### src/clkgen_cfg_pkg.sv
// constants shared by the serial configuration register bank
// Functional notes
// - pll factor field bits 6:4, defaults 001
// - bits 3:0 select outputs 0..3, default one
// - spare storage bits, no effect, default zero
// - reference frequency choice bit, default zero
// - bit 3 defaults one; host keeps writing one
// - bits 1:0 default zero; bit 0 test
// - revision number read only, writes ignored
// - vendor code fixed, read only
// - power-on defaults loaded before any access
// - smbus slave, byte and word transfers
// - slave address holds two strap pins
// - no timeout detection, no packet error check
// - enable high, bypass low, test clear: reference drives outputs
package clkgen_cfg_pkg;

  // command codes
  localparam logic [7:0] CMD_PLL_OUT = 8'h80;
  localparam logic [7:0] CMD_REF_TEST = 8'h81;
  localparam logic [7:0] CMD_IDENT = 8'h82;

  // power-on defaults
  localparam logic [7:0] POD_PLL_OUT = 8'h1F;
  localparam logic [7:0] POD_REF_TEST = 8'h08;

  // field positions in pll_and_output_select
  localparam int PLL_FACTOR_MSB = 6;
  localparam int PLL_FACTOR_LSB = 4;
  localparam int OUT0_SEL_BIT = 3;
  localparam int OUT1_SEL_BIT = 2;
  localparam int OUT2_SEL_BIT = 1;
  localparam int OUT3_SEL_BIT = 0;

  // field positions in reference_and_test_control
  localparam int MUST_ONE_BIT = 3;
  localparam int REF_FREQ_BIT = 2;
  localparam int TEST_SEL_BIT = 0;

  // field positions in revision_and_vendor_ident
  localparam int REV_MSB = 7;
  localparam int REV_LSB = 3;
  localparam int VENDOR_MSB = 2;

  // slave address: five fixed upper bits, two straps, read/write
  localparam logic [4:0] SLAVE_ADDR_UPPER = 5'h1B;

  // bits per byte on the serial link
  localparam logic [3:0] BITS_PER_BYTE = 4'h8;

  // cycles after reset release before the straps are caught
  localparam logic [1:0] STRAP_SETTLE = 2'h3;

  // number of synchronised pins
  localparam int SYNC_WIDTH = 6;

endpackage

### src/clock_gen_smbus_config_regs.sv
// smbus slave with configuration registers and output mode decode
`timescale 1ns/10ps
`default_nettype none
module clock_gen_smbus_config_regs #(
  // arbitrary value
  parameter logic [4:0] DEVICE_REV = 5'h01,
  // arbitrary value
  parameter logic [2:0] VENDOR_CODE = 3'h5
) (
  input wire logic clk,
  input wire logic rst_n,
  input wire logic scl_in,
  input wire logic sda_in,
  output logic sda_out,
  output logic sda_oe_n,
  input wire logic addr_strap0,
  input wire logic addr_strap1,
  input wire logic outputs_enable_in,
  input wire logic bypass_n_in,
  output logic [2:0] pll_factor_sel,
  output logic ref_freq_choice,
  output logic vendor_test_select,
  output logic [3:0] out_drive_en,
  output logic out_src_ref
);
  import clkgen_cfg_pkg::*;

  typedef enum logic [2:0] {
    ST_IDLE,
    ST_RX,
    ST_RX_ACK,
    ST_TX,
    ST_TX_ACK
  } link_state_t;

  // pin synchronisation
  logic [SYNC_WIDTH-1:0] pins_s;
  logic scl_s;
  logic sda_s;
  logic strap0_s;
  logic strap1_s;
  logic en_s;
  logic bypass_n_s;

  pin_sync2 #(
    .WIDTH(SYNC_WIDTH),
    .RST_VAL(6'h3F)
  ) u_sync (
    .clk(clk),
    .rst_n(rst_n),
    .d({scl_in, sda_in, addr_strap1, addr_strap0, outputs_enable_in, bypass_n_in}),
    .q(pins_s)
  );

  assign scl_s = pins_s[5];
  assign sda_s = pins_s[4];
  assign strap1_s = pins_s[3];
  assign strap0_s = pins_s[2];
  assign en_s = pins_s[1];
  assign bypass_n_s = pins_s[0];

  // edge detection on the synchronised link
  logic scl_d_r;
  logic sda_d_r;
  logic scl_rise;
  logic scl_fall;
  logic start_cond;
  logic stop_cond;

  assign scl_rise = scl_s && !scl_d_r;
  assign scl_fall = !scl_s && scl_d_r;
  assign start_cond = scl_s && scl_d_r && sda_d_r && !sda_s;
  assign stop_cond = scl_s && scl_d_r && !sda_d_r && sda_s;

  // strap capture after reset release
  logic [1:0] strap_cnt_r;
  logic [1:0] strap_cnt_nxt;
  logic [1:0] straps_r;
  logic [1:0] straps_nxt;

  // link and register state
  link_state_t state_r;
  link_state_t state_nxt;
  logic [3:0] bit_cnt_r;
  logic [3:0] bit_cnt_nxt;
  logic [7:0] shift_r;
  logic [7:0] shift_nxt;
  logic [1:0] byte_idx_r;
  logic [1:0] byte_idx_nxt;
  logic rw_r;
  logic rw_nxt;
  logic mack_r;
  logic mack_nxt;
  logic [7:0] ptr_r;
  logic [7:0] ptr_nxt;
  logic [7:0] pll_out_r;
  logic [7:0] pll_out_nxt;
  logic [7:0] ref_test_r;
  logic [7:0] ref_test_nxt;
  logic sda_oe_n_r;
  logic sda_oe_n_nxt;

  // output mode
  logic [3:0] drive_en_r;
  logic [3:0] drive_en_nxt;
  logic src_ref_r;
  logic src_ref_nxt;

  // register read mux; unknown codes read as zero
  function automatic logic [7:0] reg_read(input logic [7:0] code, input logic [7:0] a,
                                          input logic [7:0] b);
    logic [7:0] v;
    v = 8'h00;
    unique case (code)
      CMD_PLL_OUT: v = a;
      CMD_REF_TEST: v = b;
      CMD_IDENT: v = {DEVICE_REV, VENDOR_CODE};
      default: v = 8'h00;
    endcase
    return v;
  endfunction

  always_comb begin
    strap_cnt_nxt = strap_cnt_r;
    straps_nxt = straps_r;
    // straps settle through the synchroniser before capture
    if (strap_cnt_r != STRAP_SETTLE) begin
      strap_cnt_nxt = strap_cnt_r + 2'h1;
      if (strap_cnt_r == (STRAP_SETTLE - 2'h1)) begin
        straps_nxt = {strap1_s, strap0_s};
      end
    end
  end

  always_comb begin
    state_nxt = state_r;
    bit_cnt_nxt = bit_cnt_r;
    shift_nxt = shift_r;
    byte_idx_nxt = byte_idx_r;
    rw_nxt = rw_r;
    mack_nxt = mack_r;
    ptr_nxt = ptr_r;
    pll_out_nxt = pll_out_r;
    ref_test_nxt = ref_test_r;
    sda_oe_n_nxt = sda_oe_n_r;
    // no bus timeout: a stalled clock simply holds the state
    if (stop_cond) begin
      state_nxt = ST_IDLE;
      sda_oe_n_nxt = 1'b1;
    end else if (start_cond) begin
      // repeated start keeps ptr_r for the read phase
      state_nxt = ST_RX;
      bit_cnt_nxt = 4'h0;
      byte_idx_nxt = 2'h0;
      sda_oe_n_nxt = 1'b1;
    end else begin
      unique case (state_r)
        ST_IDLE: begin
          sda_oe_n_nxt = 1'b1;
        end
        ST_RX: begin
          if (scl_rise && bit_cnt_r != BITS_PER_BYTE) begin
            shift_nxt = {shift_r[6:0], sda_s};
            bit_cnt_nxt = bit_cnt_r + 4'h1;
          end else if (scl_fall && bit_cnt_r == BITS_PER_BYTE) begin
            bit_cnt_nxt = 4'h0;
            state_nxt = ST_RX_ACK;
            sda_oe_n_nxt = 1'b0;
            if (byte_idx_r == 2'h0) begin
              // foreign address: stay silent until the next start
              if (shift_r[7:3] != SLAVE_ADDR_UPPER || shift_r[2:1] != straps_r) begin
                state_nxt = ST_IDLE;
                sda_oe_n_nxt = 1'b1;
              end
              rw_nxt = shift_r[0];
            end else if (byte_idx_r == 2'h1) begin
              ptr_nxt = shift_r;
            end else begin
              // second word byte lands on the next code
              ptr_nxt = ptr_r + 8'h01;
              if (ptr_r == CMD_PLL_OUT) begin
                pll_out_nxt = shift_r;
              end else if (ptr_r == CMD_REF_TEST) begin
                ref_test_nxt = shift_r;
              end
            end
            if (byte_idx_r != 2'h2) begin
              byte_idx_nxt = byte_idx_r + 2'h1;
            end
          end
        end
        ST_RX_ACK: begin
          if (scl_fall) begin
            if (byte_idx_r == 2'h1 && rw_r) begin
              shift_nxt = reg_read(ptr_r, pll_out_r, ref_test_r);
              ptr_nxt = ptr_r + 8'h01;
              sda_oe_n_nxt = reg_read(ptr_r, pll_out_r, ref_test_r) >> 7 != 8'h00;
              state_nxt = ST_TX;
            end else begin
              sda_oe_n_nxt = 1'b1;
              state_nxt = ST_RX;
            end
          end
        end
        ST_TX: begin
          if (scl_fall) begin
            if (bit_cnt_r == (BITS_PER_BYTE - 4'h1)) begin
              bit_cnt_nxt = 4'h0;
              sda_oe_n_nxt = 1'b1;
              state_nxt = ST_TX_ACK;
            end else begin
              bit_cnt_nxt = bit_cnt_r + 4'h1;
              shift_nxt = {shift_r[6:0], 1'b0};
              sda_oe_n_nxt = shift_r[6];
            end
          end
        end
        ST_TX_ACK: begin
          if (scl_rise) begin
            mack_nxt = !sda_s;
          end else if (scl_fall) begin
            // master ack asks for the word's second byte
            if (mack_r) begin
              shift_nxt = reg_read(ptr_r, pll_out_r, ref_test_r);
              ptr_nxt = ptr_r + 8'h01;
              sda_oe_n_nxt = reg_read(ptr_r, pll_out_r, ref_test_r) >> 7 != 8'h00;
              state_nxt = ST_TX;
            end else begin
              state_nxt = ST_IDLE;
            end
          end
        end
      endcase
    end
  end

  // pin mode decode, one cycle behind the sampled pins
  always_comb begin
    drive_en_nxt = 4'h0;
    src_ref_nxt = 1'b0;
    if (en_s && !ref_test_r[TEST_SEL_BIT]) begin
      if (!bypass_n_s) begin
        drive_en_nxt = 4'hF;
        src_ref_nxt = 1'b1;
      end else begin
        drive_en_nxt[0] = pll_out_r[OUT0_SEL_BIT];
        drive_en_nxt[1] = pll_out_r[OUT1_SEL_BIT];
        drive_en_nxt[2] = pll_out_r[OUT2_SEL_BIT];
        drive_en_nxt[3] = pll_out_r[OUT3_SEL_BIT];
      end
    end
    // test mode is vendor reserved; outputs stay off there
  end

  always_ff @(posedge clk or negedge rst_n) begin
    if (!rst_n) begin
      scl_d_r <= 1'b1;
      sda_d_r <= 1'b1;
      strap_cnt_r <= 2'h0;
      straps_r <= 2'h0;
      state_r <= ST_IDLE;
      bit_cnt_r <= 4'h0;
      shift_r <= 8'h00;
      byte_idx_r <= 2'h0;
      rw_r <= 1'b0;
      mack_r <= 1'b0;
      ptr_r <= 8'h00;
      pll_out_r <= POD_PLL_OUT;
      ref_test_r <= POD_REF_TEST;
      sda_oe_n_r <= 1'b1;
      drive_en_r <= 4'h0;
      src_ref_r <= 1'b0;
    end else begin
      scl_d_r <= scl_s;
      sda_d_r <= sda_s;
      strap_cnt_r <= strap_cnt_nxt;
      straps_r <= straps_nxt;
      state_r <= state_nxt;
      bit_cnt_r <= bit_cnt_nxt;
      shift_r <= shift_nxt;
      byte_idx_r <= byte_idx_nxt;
      rw_r <= rw_nxt;
      mack_r <= mack_nxt;
      ptr_r <= ptr_nxt;
      pll_out_r <= pll_out_nxt;
      ref_test_r <= ref_test_nxt;
      sda_oe_n_r <= sda_oe_n_nxt;
      drive_en_r <= drive_en_nxt;
      src_ref_r <= src_ref_nxt;
    end
  end

  // open drain: the pin only ever pulls low
  always_ff @(posedge clk or negedge rst_n) begin
    if (!rst_n) begin
      sda_out <= 1'b0;
      sda_oe_n <= 1'b1;
      pll_factor_sel <= POD_PLL_OUT[PLL_FACTOR_MSB:PLL_FACTOR_LSB];
      ref_freq_choice <= POD_REF_TEST[REF_FREQ_BIT];
      vendor_test_select <= POD_REF_TEST[TEST_SEL_BIT];
      out_drive_en <= 4'h0;
      out_src_ref <= 1'b0;
    end else begin
      sda_out <= 1'b0;
      sda_oe_n <= sda_oe_n_r;
      pll_factor_sel <= pll_out_r[PLL_FACTOR_MSB:PLL_FACTOR_LSB];
      ref_freq_choice <= ref_test_r[REF_FREQ_BIT];
      vendor_test_select <= ref_test_r[TEST_SEL_BIT];
      out_drive_en <= drive_en_r;
      out_src_ref <= src_ref_r;
    end
  end

endmodule // clock_gen_smbus_config_regs
`default_nettype wire

### src/pin_sync2.sv
// two flip-flop synchroniser for a group of pins
`timescale 1ns/10ps
`default_nettype none
module pin_sync2 #(
  parameter int WIDTH = 1,
  parameter logic [WIDTH-1:0] RST_VAL = '0
) (
  input wire logic clk,
  input wire logic rst_n,
  input wire logic [WIDTH-1:0] d,
  output logic [WIDTH-1:0] q
);

  logic [WIDTH-1:0] meta_r;

  // meta_r feeds q only, never other logic
  always_ff @(posedge clk or negedge rst_n) begin
    if (!rst_n) begin
      meta_r <= RST_VAL;
      q <= RST_VAL;
    end else begin
      meta_r <= d;
      q <= meta_r;
    end
  end

endmodule // pin_sync2
`default_nettype wire

### config.mk
export PLATFORM = sky130hd
export DESIGN_NAME = clock_gen_smbus_config_regs
export DESIGN_NICKNAME = d
export VERILOG_FILES = /design/src/clkgen_cfg_pkg.sv /design/src/clock_gen_smbus_config_regs.sv /design/src/pin_sync2.sv
export SDC_FILE = /design/constraint.sdc
export NUM_CORES = 1
export LEC_CHECK = 0
export BUFFER_PORTS_ARGS = -buffer_cell sky130_fd_sc_hd__buf_4
export CAP_MARGIN = 10
export CORE_ASPECT_RATIO = 1.5
export CORE_MARGIN = 2
export CORE_UTILIZATION = 55
export DETAILED_ROUTE_END_ITERATION = 8
export GPL_ROUTABILITY_DRIVEN = 1
export PLACE_DENSITY_LB_ADDON = 0.1
export RECOVER_POWER = 50
export SLEW_MARGIN = 10
export SYNTH_ARGS = -nofsm -noshare
export SYNTH_HDL_FRONTEND = slang
export SYNTH_SLANG_ARGS = --single-unit
### constraint.sdc
create_clock -name clk -period 2.46 [get_ports clk]
set_input_delay 0.123 -clock clk [delete_from_list [all_inputs] [get_ports clk]]
set_output_delay 0.123 -clock clk [all_outputs]
set_load 0.01 [all_outputs]
Yosys cells after proc, flatten, opt, wreduce, memory -nomap -nowiden
Index checks and enable logic that the tools add are counted.
{"block": "word_totals", "ff_bits": 78, "inputBits": 8, "output_inout_bits": 12, "elab_cells": 172}
{"block": "op_classes", "addsub": 4, "eq_ne": 38, "mux": 63, "bitwise": 6, "reduce_logical": 37}
{"op": "two-way mux 8 bit", "n": 17}
{"op": "one-hot mux 8 bit (3 select lines)", "n": 2}
{"op": "inequality test 4 bit (second input constant)", "n": 10}
{"op": "one-hot mux 8 bit (4 select lines)", "n": 1}
{"op": "two-way mux 4 bit", "n": 7}
{"op": "inequality test 2 bit (second input constant)", "n": 14}
{"op": "two-way mux 3 bit", "n": 9}
{"op": "equality test 8 bit (second input constant)", "n": 3}
{"op": "AND reduction 11 bit", "n": 2}
{"op": "two-way mux 2 bit", "n": 9}
{"op": "AND reduction 8 bit", "n": 2}
{"op": "two-way mux 1 bit", "n": 15}
{"op": "one-hot mux 3 bit (4 select lines)", "n": 1}
{"op": "logical AND 1 bit", "n": 11}
{"op": "AND reduction 9 bit", "n": 1}
{"op": "adder 8 x 1 -> 8 bit (second input constant)", "n": 1}
{"op": "one-hot mux 4 bit (2 select lines)", "n": 1}
{"op": "AND reduction 4 bit", "n": 2}
{"op": "AND reduction 7 bit", "n": 1}
{"op": "equality test 3 x 2 -> 1 bit (second input constant)", "n": 2}
{"op": "NOT 1 bit", "n": 6}
{"op": "AND reduction 6 bit", "n": 1}
{"op": "nonzero test 2 bit", "n": 3}
{"op": "nonzero test 3 bit", "n": 2}
{"op": "other kinds (20)", "n": 25}

Logic depth before layout (Yosys ltp)
Gate-level depths: netlist of the first run.
{"block": "depth", "ltp_word": 9, "mapped_depth": 9, "mapped_depth_nobuf": 7}

Modules after synthesis
A second synthesis of the first run with hierarchy kept.
{"block": "unflattened", "cells_unflattened": 340, "hier_area_um2": 3769.9}
{"module": "clock_gen_smbus_config_regs", "instances": 1, "cells_per_inst": 328, "area_per_inst_um2": 3454.6, "seq_area_each_um2": 1665.3}
{"module": "pin_sync2", "instances": 1, "cells_per_inst": 12, "area_per_inst_um2": 315.3, "seq_area_each_um2": 315.3}

Worst setup path after synthesis of the first run
Ideal clock, no wire load.
{"block": "synth_timing", "path_type": "reg-to-reg", "start": "register ptr_r[5]", "end": "register ref_test_r[0]", "setup_time_ns": 0.125, "arrival_time_ns": 2.083, "required_time_ns": 2.335, "slack_ns": 0.252, "path_stages_with_launch": 6, "path_buffers": 0, "period_less_slack_ns": 2.208, "cell_sequence": "dfrtp_1 or4b_4 nor3_4 nand3_1 nor4b_4 mux2_2"}
{"block": "synth_via", "elab_chain_len": 3, "elab_cells_between_ends": 4, "classes_between": "2 x eq/ne; 1 x bitwise; 1 x reduce/logical"}
{"item": "start: declaration", "line_no": "clock_gen_smbus_config_regs.sv:94", "source": "logic [7:0] ptr_r;"}
{"item": "start signal: assignment", "line_no": "clock_gen_smbus_config_regs.sv:284", "source": "ptr_r <= ptr_nxt;"}
{"item": "equality test 8 bit", "line_no": "clock_gen_smbus_config_regs.sv:181", "source": "if (ptr_r == CMD_PLL_OUT) begin"}
{"item": "NOT 1 bit (no source line)"}
{"item": "AND reduction 9 bit (no source line) (*)"}
{"item": "end signal: assignment", "line_no": "clock_gen_smbus_config_regs.sv:286", "source": "ref_test_r <= ref_test_nxt;"}
{"item": "end: declaration", "line_no": "clock_gen_smbus_config_regs.sv:98", "source": "logic [7:0] ref_test_r;"}
Every way passes the cells marked *; elsewhere a longest branch is shown, timed or not.
A chain may end at the register's enable or synchronous reset.

Worst setup path after layout of the first run
{"block": "layout_timing", "start": "register state_r[2]", "end": "register ref_test_r[4]"}
{"block": "layout_via", "elab_chain_len": 2}
{"item": "start: declaration", "line_no": "clock_gen_smbus_config_regs.sv:82", "source": "link_state_t state_r;"}
{"item": "start signal: assignment", "line_no": "clock_gen_smbus_config_regs.sv:278", "source": "state_r <= state_nxt;"}
{"item": "equality test 3 x 1 -> 1 bit", "line_no": "clock_gen_smbus_config_regs.sv:157", "source": "unique case (state_r)"}
{"item": "AND reduction 9 bit (no source line)"}
Every way passes these cells.

==> flow_summary.yaml, run 1 <==
outcome:
  status: "finished with violations"
  violations: "max-capacitance violations, max-slew violations"
logic_synthesis:
  post_synthesis_average_cell_area_sq_um: 11.4
  yosys_most_used_dff: "sky130_fd_sc_hd__dfrtp_1"
  async_reset_ff_frac: 1.00
  synth_fp_nets: 342
  ys_ff_latch: 78
  synth_edf_count: 0
  gate_count_of_the_mapped_netlist: 323
  netlist_area_sq_um: 3670
  post_synth_num_cell_types: 59
  synth_warnings: 0
  seq_area_frac_synth: 0.540
placed_design:
  io_buffers: 18
  hpwlAfterDp_um: 5400
  place_worst_setup_slack_ns: 0.197
  gp_routability_congestion: 0.907
  placed_area_sq_um: 3950
sta:
  hold_violations: 0
  worst_slew_pin_slew_ns: 1.85
  post-route-min-period_ns: 2.31
  timing.clock.skew_ns: 0.00731
  whs_ns: 0.348
  timing_max_transition_violations_final: 79
  layout_setup_ws_ns: 0.146
  relative_slew_slack: -0.230
  final.period_utilization: 0.941
  finalSetupViolCount: 0
  max_freq_mhz: 432
  grt_setup_unrepaired: "no"
  setup_total_negative_slack_ns: 0
die:
  initial_utilization: 0.566
  die_area_sq_um: 7360
  design.core.area_sq_um: 6490
  die_height_um: 104
  die_width_um: 70.7
  placement_rows: 36
  io-pin-count: 20
worst_setup_path:
  path_buf_inv: 1
  crit_path_top_delay_cell: "sky130_fd_sc_hd__dfrtp_1"
  worstSetupEndpointType: "flip-flop"
  setup.worst_path.start: "state_r[2]"
  arrival_ns: 2.55
  crit_path_cell_count: 6
  path_class: "reg -> reg"
  cp_slowest_stage_delay_ns: 0.53
  critical_path.reg2reg.startpoint: "state_r[2]"
  cp_cell_sequence: "or3b_1 > nor3_2 > nand3_1 > nor4b_4 > buf_4 > mux2_2"
  reg2regPathDepth: 6
  path_max_fanout: 12
  crit_path_start_kind: "flip-flop"
  crit-reg2reg-capture: "ref_test_r[4]"
  timing.reg2reg.setup_slack_ns: 0.15
  worst_setup_endpoint: "ref_test_r[4]"
  cp_top_family: "simple AND/OR/NAND/NOR gates"
  timing.critical_path.required_ns: 2.69
global_routing:
  via_count_of_the_first_global_routing_pass: 2621
  grt_antenna_before_repair: 0
  grt_overflow_total: 0
  gr-usage-all-layers: 0.225
  first_pass_grt_wire_length_um: 12900
  pin_count_of_the_biggest_net_entering_global_routing: 79
layout:
  areaGrowthSynthToFinish_pct: 13.9
  layout.cells.most_common: "sky130_fd_sc_hd__dfrtp_1"
  layout-drive-gt1-share: 0.258
  fin_area_sq_um: 4180
  layout.core_utilization: 0.644
  layout_common_cells: "55 x sky130_fd_sc_hd__dfrtp_1, 29 x sky130_fd_sc_hd__mux2_2, 19 x sky130_fd_sc_hd__nor2_1, 19 x sky130_fd_sc_hd__dfstp_2"
  antenna_cells_inserted: 0
  nNetsFinal: 379
clocking:
  cts_max_path_buffers: 2
  worstSkewPairLatency_ns: 0.35
  tritoncts_clock_tree: "built"
  cts_root_buffer: "sky130_fd_sc_hd__clkbuf_8"
  clkSinkCount: 78
  htree_num_levels: 3
  clk_pin_slew_ns: 0.08
  numCtsBuffers: 9
drt:
  wire_per_inst_um: 17.3
  drt-pass1-iter-count: 4
  detail_route.iter0.violations: 115
  sum_of_routed_wire_length_over_all_layers_um: 7640
  route.antenna.remaining_nets: 0
  routed_via_density: 5.91
  route.detailed.drc: 0
  detailroute.via_count: 2608
run:
  drv.max_cap_violation_count: 1
power_and_ir_drop:
  power.density_cell_area_nw_per_um2: 659
  cellLeakagePower_nw: 1.82
  ir_drop_mv: 0.529
hold_path:
  holdCritPathClass: "reg -> reg"
kinds of logic after synthesis:
logic type	synth area share
AO/OA/AOI/OAI	0.135
buffers and inverters	0.0331
AND/OR/NAND/NOR	0.139
multiplexers	0.103
XOR/XNOR	0.0119
flip-flops	0.540
adder cells (fa/ha/maj)	0.0375
other	0.00102
power breakdown:
group / total [mW] / leakage (nW) / switching (mW) / internal, mW
Clock: 0.973 / 0.103 / 0.472 / 0.501
Combinational: 0.265 / 0.747 / 0.139 / 0.126
Sequential: 1.51 / 0.970 / 0.132 / 1.38
through the flow:
stage	cells	total power, mW
floorplan	323	1.65
global placement	418	1.80
detailed placement	418	1.81
CTS	441	2.79
global route	441	2.89
finish	441	2.75
per-layer routing:
layer  up-vias  GRT usage  wire, um
met5         -          0         0
met1      1314      0.276      3210
li1       1238          -         -
met3        20     0.0465       147
met2        36      0.368      4010
met4         0      0.123       276
flip-flops by register name, indices dropped and copies added (netlist names), 2 cells and up:
signal and count:
bit_cnt_r 4, byte_idx_r 2, drive_en_r 4, out_drive_en 4, pll_factor_sel 3, pll_out_r 8
ptr_r 8, ref_test_r 8, shift_r 8, state_r 3, strap_cnt_r 2, straps_r 2
u_sync.meta_r 6, u_sync.q 6
worst register-to-register path: stages, from the launching register on:
cell and delay, ns:
sky130_fd_sc_hd__dfrtp_1 0.53, sky130_fd_sc_hd__or3b_1 0.51, sky130_fd_sc_hd__nor3_2 0.18, sky130_fd_sc_hd__nand3_1 0.15
sky130_fd_sc_hd__nor4b_4 0.26, sky130_fd_sc_hd__buf_4 0.21, sky130_fd_sc_hd__mux2_2 0.34
synthesized netlist by cell type, types with 2 or more instances:
cell type / n / share of area
sky130_fd_sc_hd__nor2b_1: 2 / 0.0034
sky130_fd_sc_hd__nand4_1: 2 / 0.0034
sky130_fd_sc_hd__nor2_1: 19 / 0.019
sky130_fd_sc_hd__nor3_1: 6 / 0.0082
sky130_fd_sc_hd__clkbuf_1: 6 / 0.0061
sky130_fd_sc_hd__nand2b_1: 5 / 0.0085
sky130_fd_sc_hd__nor3b_1: 3 / 0.0061
sky130_fd_sc_hd__mux2i_1: 4 / 0.011
sky130_fd_sc_hd__a21oi_1: 16 / 0.022
sky130_fd_sc_hd__o21a_1: 2 / 0.0041
sky130_fd_sc_hd__a22oi_1: 5 / 0.010
sky130_fd_sc_hd__xnor2_1: 3 / 0.0072
sky130_fd_sc_hd__a211oi_1: 3 / 0.0061
sky130_fd_sc_hd__or3b_2: 2 / 0.0048
sky130_fd_sc_hd__and3_1: 6 / 0.010
sky130_fd_sc_hd__o22a_1: 3 / 0.0072
sky130_fd_sc_hd__xor2_1: 2 / 0.0048
sky130_fd_sc_hd__o31ai_1: 3 / 0.0061
sky130_fd_sc_hd__nand3b_1: 3 / 0.0061
sky130_fd_sc_hd__mux2_2: 29 / 0.089
sky130_fd_sc_hd__nand2_1: 18 / 0.018
sky130_fd_sc_hd__inv_1: 17 / 0.017
sky130_fd_sc_hd__ha_1: 11 / 0.038
sky130_fd_sc_hd__buf_1: 2 / 0.0020
sky130_fd_sc_hd__a221oi_1: 3 / 0.0072
sky130_fd_sc_hd__dfstp_2: 23 / 0.16
sky130_fd_sc_hd__a2bb2oi_1: 5 / 0.012
sky130_fd_sc_hd__buf_2: 4 / 0.0055
sky130_fd_sc_hd__a31oi_1: 4 / 0.0068
sky130_fd_sc_hd__o21ai_0: 18 / 0.025
sky130_fd_sc_hd__dfrtp_1: 55 / 0.38
sky130_fd_sc_hd__nand3_1: 12 / 0.016
worst min path at each step:
stage                            end  depth (start not counted)  slack [ns]               from
floorplan               bit_cnt_r[0]                          0       -0.17              rst_n
global route             out_src_ref                          0        0.36          src_ref_r
detailed placement  u_sync.meta_r[4]                          1        0.23             sda_in
global placement    u_sync.meta_r[1]                          1        0.23  outputs_enable_in
finish               out_drive_en[0]                          0        0.35      drive_en_r[0]
CTS                  out_drive_en[0]                          0        0.35      drive_en_r[0]
cell type report:
type                            count  area [sq um]
Timing Repair Buffer               39           267
Clock buffer                       10           138
Tap cell                           76          95.1
Inverter                           17          63.8
Fill cell                         536          2310
Clock inverter                      6          68.8
Multi-Input combinational cell    215          1570
Sequential cell                    78          1980
what timing repair did:
action                    4_1_cts  5_1_grt
hold endpoints to repair       61        0
resized for setup               0        0
setup buffers                   0        0
hold buffers                    7        0
(Power assumes the default switching activity.)
==> run 2: changes to the inputs <==
Settings changed: GPL_TIMING_DRIVEN set to 0.
==> run 2 against run 1 <==
The flow still finishes with violations (max-capacitance violations, max-slew violations). Global-route usage is 0.49 points lower. Worst hold slack gained 0.0030 ns. Sequential share of layout area about the same. Sequential power barely moved. Core utilization down 0.058 points. Die area did not move. Fmax about the same. Total power grew 1.1%. Largest power group unchanged. Critical endpoint is now ref_test_r[6].
==> flow_summary.yaml, run 2 (synthesis gave the netlist of run 1 again) <==
sta:
  post-route-min-period_ns: 2.31
  final.period_utilization: 0.940
  setup_total_negative_slack_ns: 0
  grt_setup_unrepaired: "no"
  timing_max_transition_violations_final: 79
  worst_slew_pin_slew_ns: 1.83
  relative_slew_slack: -0.219
  timing.clock.skew_ns: 0.00952
  max_freq_mhz: 432
  hold_violations: 0
  finalSetupViolCount: 0
drt:
  route.antenna.remaining_nets: 0
  route.detailed.drc: 0
  sum_of_routed_wire_length_over_all_layers_um: 7460
  detail_route.iter0.violations: 166
  routed_via_density: 5.88
  detailroute.via_count: 2598
  drt-pass1-iter-count: 4
  wire_per_inst_um: 16.9
clocking:
  numCtsBuffers: 9
  htree_num_levels: 3
  worstSkewPairLatency_ns: 0.35
  cts_root_buffer: "sky130_fd_sc_hd__clkbuf_8"
  tritoncts_clock_tree: "built"
  clkSinkCount: 78
  clk_pin_slew_ns: 0.08
  cts_max_path_buffers: 2
worst_setup_path:
  arrival_ns: 2.55
  timing.critical_path.required_ns: 2.69
  cp_top_family: "simple AND/OR/NAND/NOR gates"
  setup.worst_path.start: "state_r[0]"
  critical_path.reg2reg.startpoint: "state_r[0]"
  worstSetupEndpointType: "flip-flop"
  cp_slowest_stage_delay_ns: 0.48
  crit_path_start_kind: "flip-flop"
  path_class: "reg -> reg"
  cp_cell_sequence: "or3b_1 > nor3_2 > nand3_1 > nor4b_4 > buf_4 > mux2_2"
  path_buf_inv: 1
  path_max_fanout: 7
  crit_path_top_delay_cell: "sky130_fd_sc_hd__dfrtp_1"
global_routing:
  pin_count_of_the_biggest_net_entering_global_routing: 79
  first_pass_grt_wire_length_um: 12700
  grt_antenna_before_repair: 0
  grt_overflow_total: 0
  gr-usage-all-layers: 0.221
  via_count_of_the_first_global_routing_pass: 2698
die:
  die_height_um: 104
  design.core.area_sq_um: 6490
  io-pin-count: 20
  die_area_sq_um: 7360
  die_width_um: 70.7
  initial_utilization: 0.566
  placement_rows: 36
run:
  drv.max_cap_violation_count: 1
layout:
  layout.cells.most_common: "sky130_fd_sc_hd__dfrtp_1"
  fin_area_sq_um: 4180
  antenna_cells_inserted: 0
  areaGrowthSynthToFinish_pct: 13.8
  nNetsFinal: 380
  layout_common_cells: "55 x sky130_fd_sc_hd__dfrtp_1, 29 x sky130_fd_sc_hd__mux2_2, 20 x sky130_fd_sc_hd__dfstp_2"
  fill_cells: 555
  layout-drive-gt1-share: 0.240
hold_path:
  holdCritStartpoint: "drive_en_r[3]"
  holdCritPathClass: "reg -> reg"
placed_design:
  io_buffers: 18
  gp_routability_congestion: 0.883
  hpwlAfterDp_um: 5310
  placed_area_sq_um: 3900
outcome:
  status: "finished with violations"
  violations: "max-capacitance violations, max-slew violations"
power_and_ir_drop:
  cellLeakagePower_nw: 1.80
  ir_drop_mv: 0.544
  power.density_cell_area_nw_per_um2: 667
[run 2: stage by stage]
step           total power, mW  hold slack (ns)  instances   util  worst slack (ns)
2_1_floorplan             1.65           -0.173        323      -             0.252
3_3_place_gp              1.78            0.231        417  0.601            -0.124
3_5_place_dp              1.79            0.232        417  0.601            -0.165
4_1_cts                   2.83            0.355        442  0.648           0.00967
5_1_grt                   2.92            0.362        442  0.644           0.00447
6_report                  2.78            0.351        442  0.644             0.148
[run 2: worst paths after layout]
| kind | cells past startpoint | slack [ns] | end |
|---|---|---|---|
| max | 6 | 0.15 | ref_test_r[6] |
| min | 0 | 0.35 | out_drive_en[3] |
| max reg2reg | 6 | 0.15 | ref_test_r[6] |
| min reg2reg | 0 | 0.35 | out_drive_en[3] |
| max in group asynchronous | 2 | 0.57 | ptr_r[1] |
| min in group asynchronous | 2 | 0.79 | bit_cnt_r[3] |
[run 2: report_power, final]
part	total [mW]	switching, mW	internal, mW
Combinational	0.252	0.131	0.122
Clock	1.02	0.449	0.573
Sequential	1.51	0.125	1.38
[run 2: cell type report]
type                    count  area (sq um)  area share
plain buffers              12          53.8      0.0129
well taps                  76          95.1      0.0228
clock buffers              11           131      0.0315
inverters                  17          63.8      0.0153
clock inverters             5          83.8      0.0201
repair buffers             28           184      0.0440
multi-input cells         215          1580       0.379
flip-flops and latches     78          1980       0.474
[run 2: worst reg2reg max path: cells and delay by family (launching register included)]
| kind | cells | cell delay [ns] |
|---|---|---|
| buffers and inverters | 1 | 0.19 |
| DFF | 1 | 0.48 |
| muxes | 1 | 0.33 |
| and+or+nand+nor | 4 | 1.19 |
[run 2: routing by layer]
metal	GRT usage	vias up	share of wire
met3	0.0523	21	0.028
met5	0	-	0
met2	0.368	49	0.54
li1	-	1239	-
met1	0.251	1289	0.40
met4	0.132	0	0.031
[run 2: what timing repair did]
item | in CTS | in global routing
resized for setup | 1 | 2
hold buffers | 7 | 0
pin swaps | 1 | 1
setup endpoints to repair | 14 | 15
setup buffers | 2 | 1
hold endpoints to repair | 61 | 0
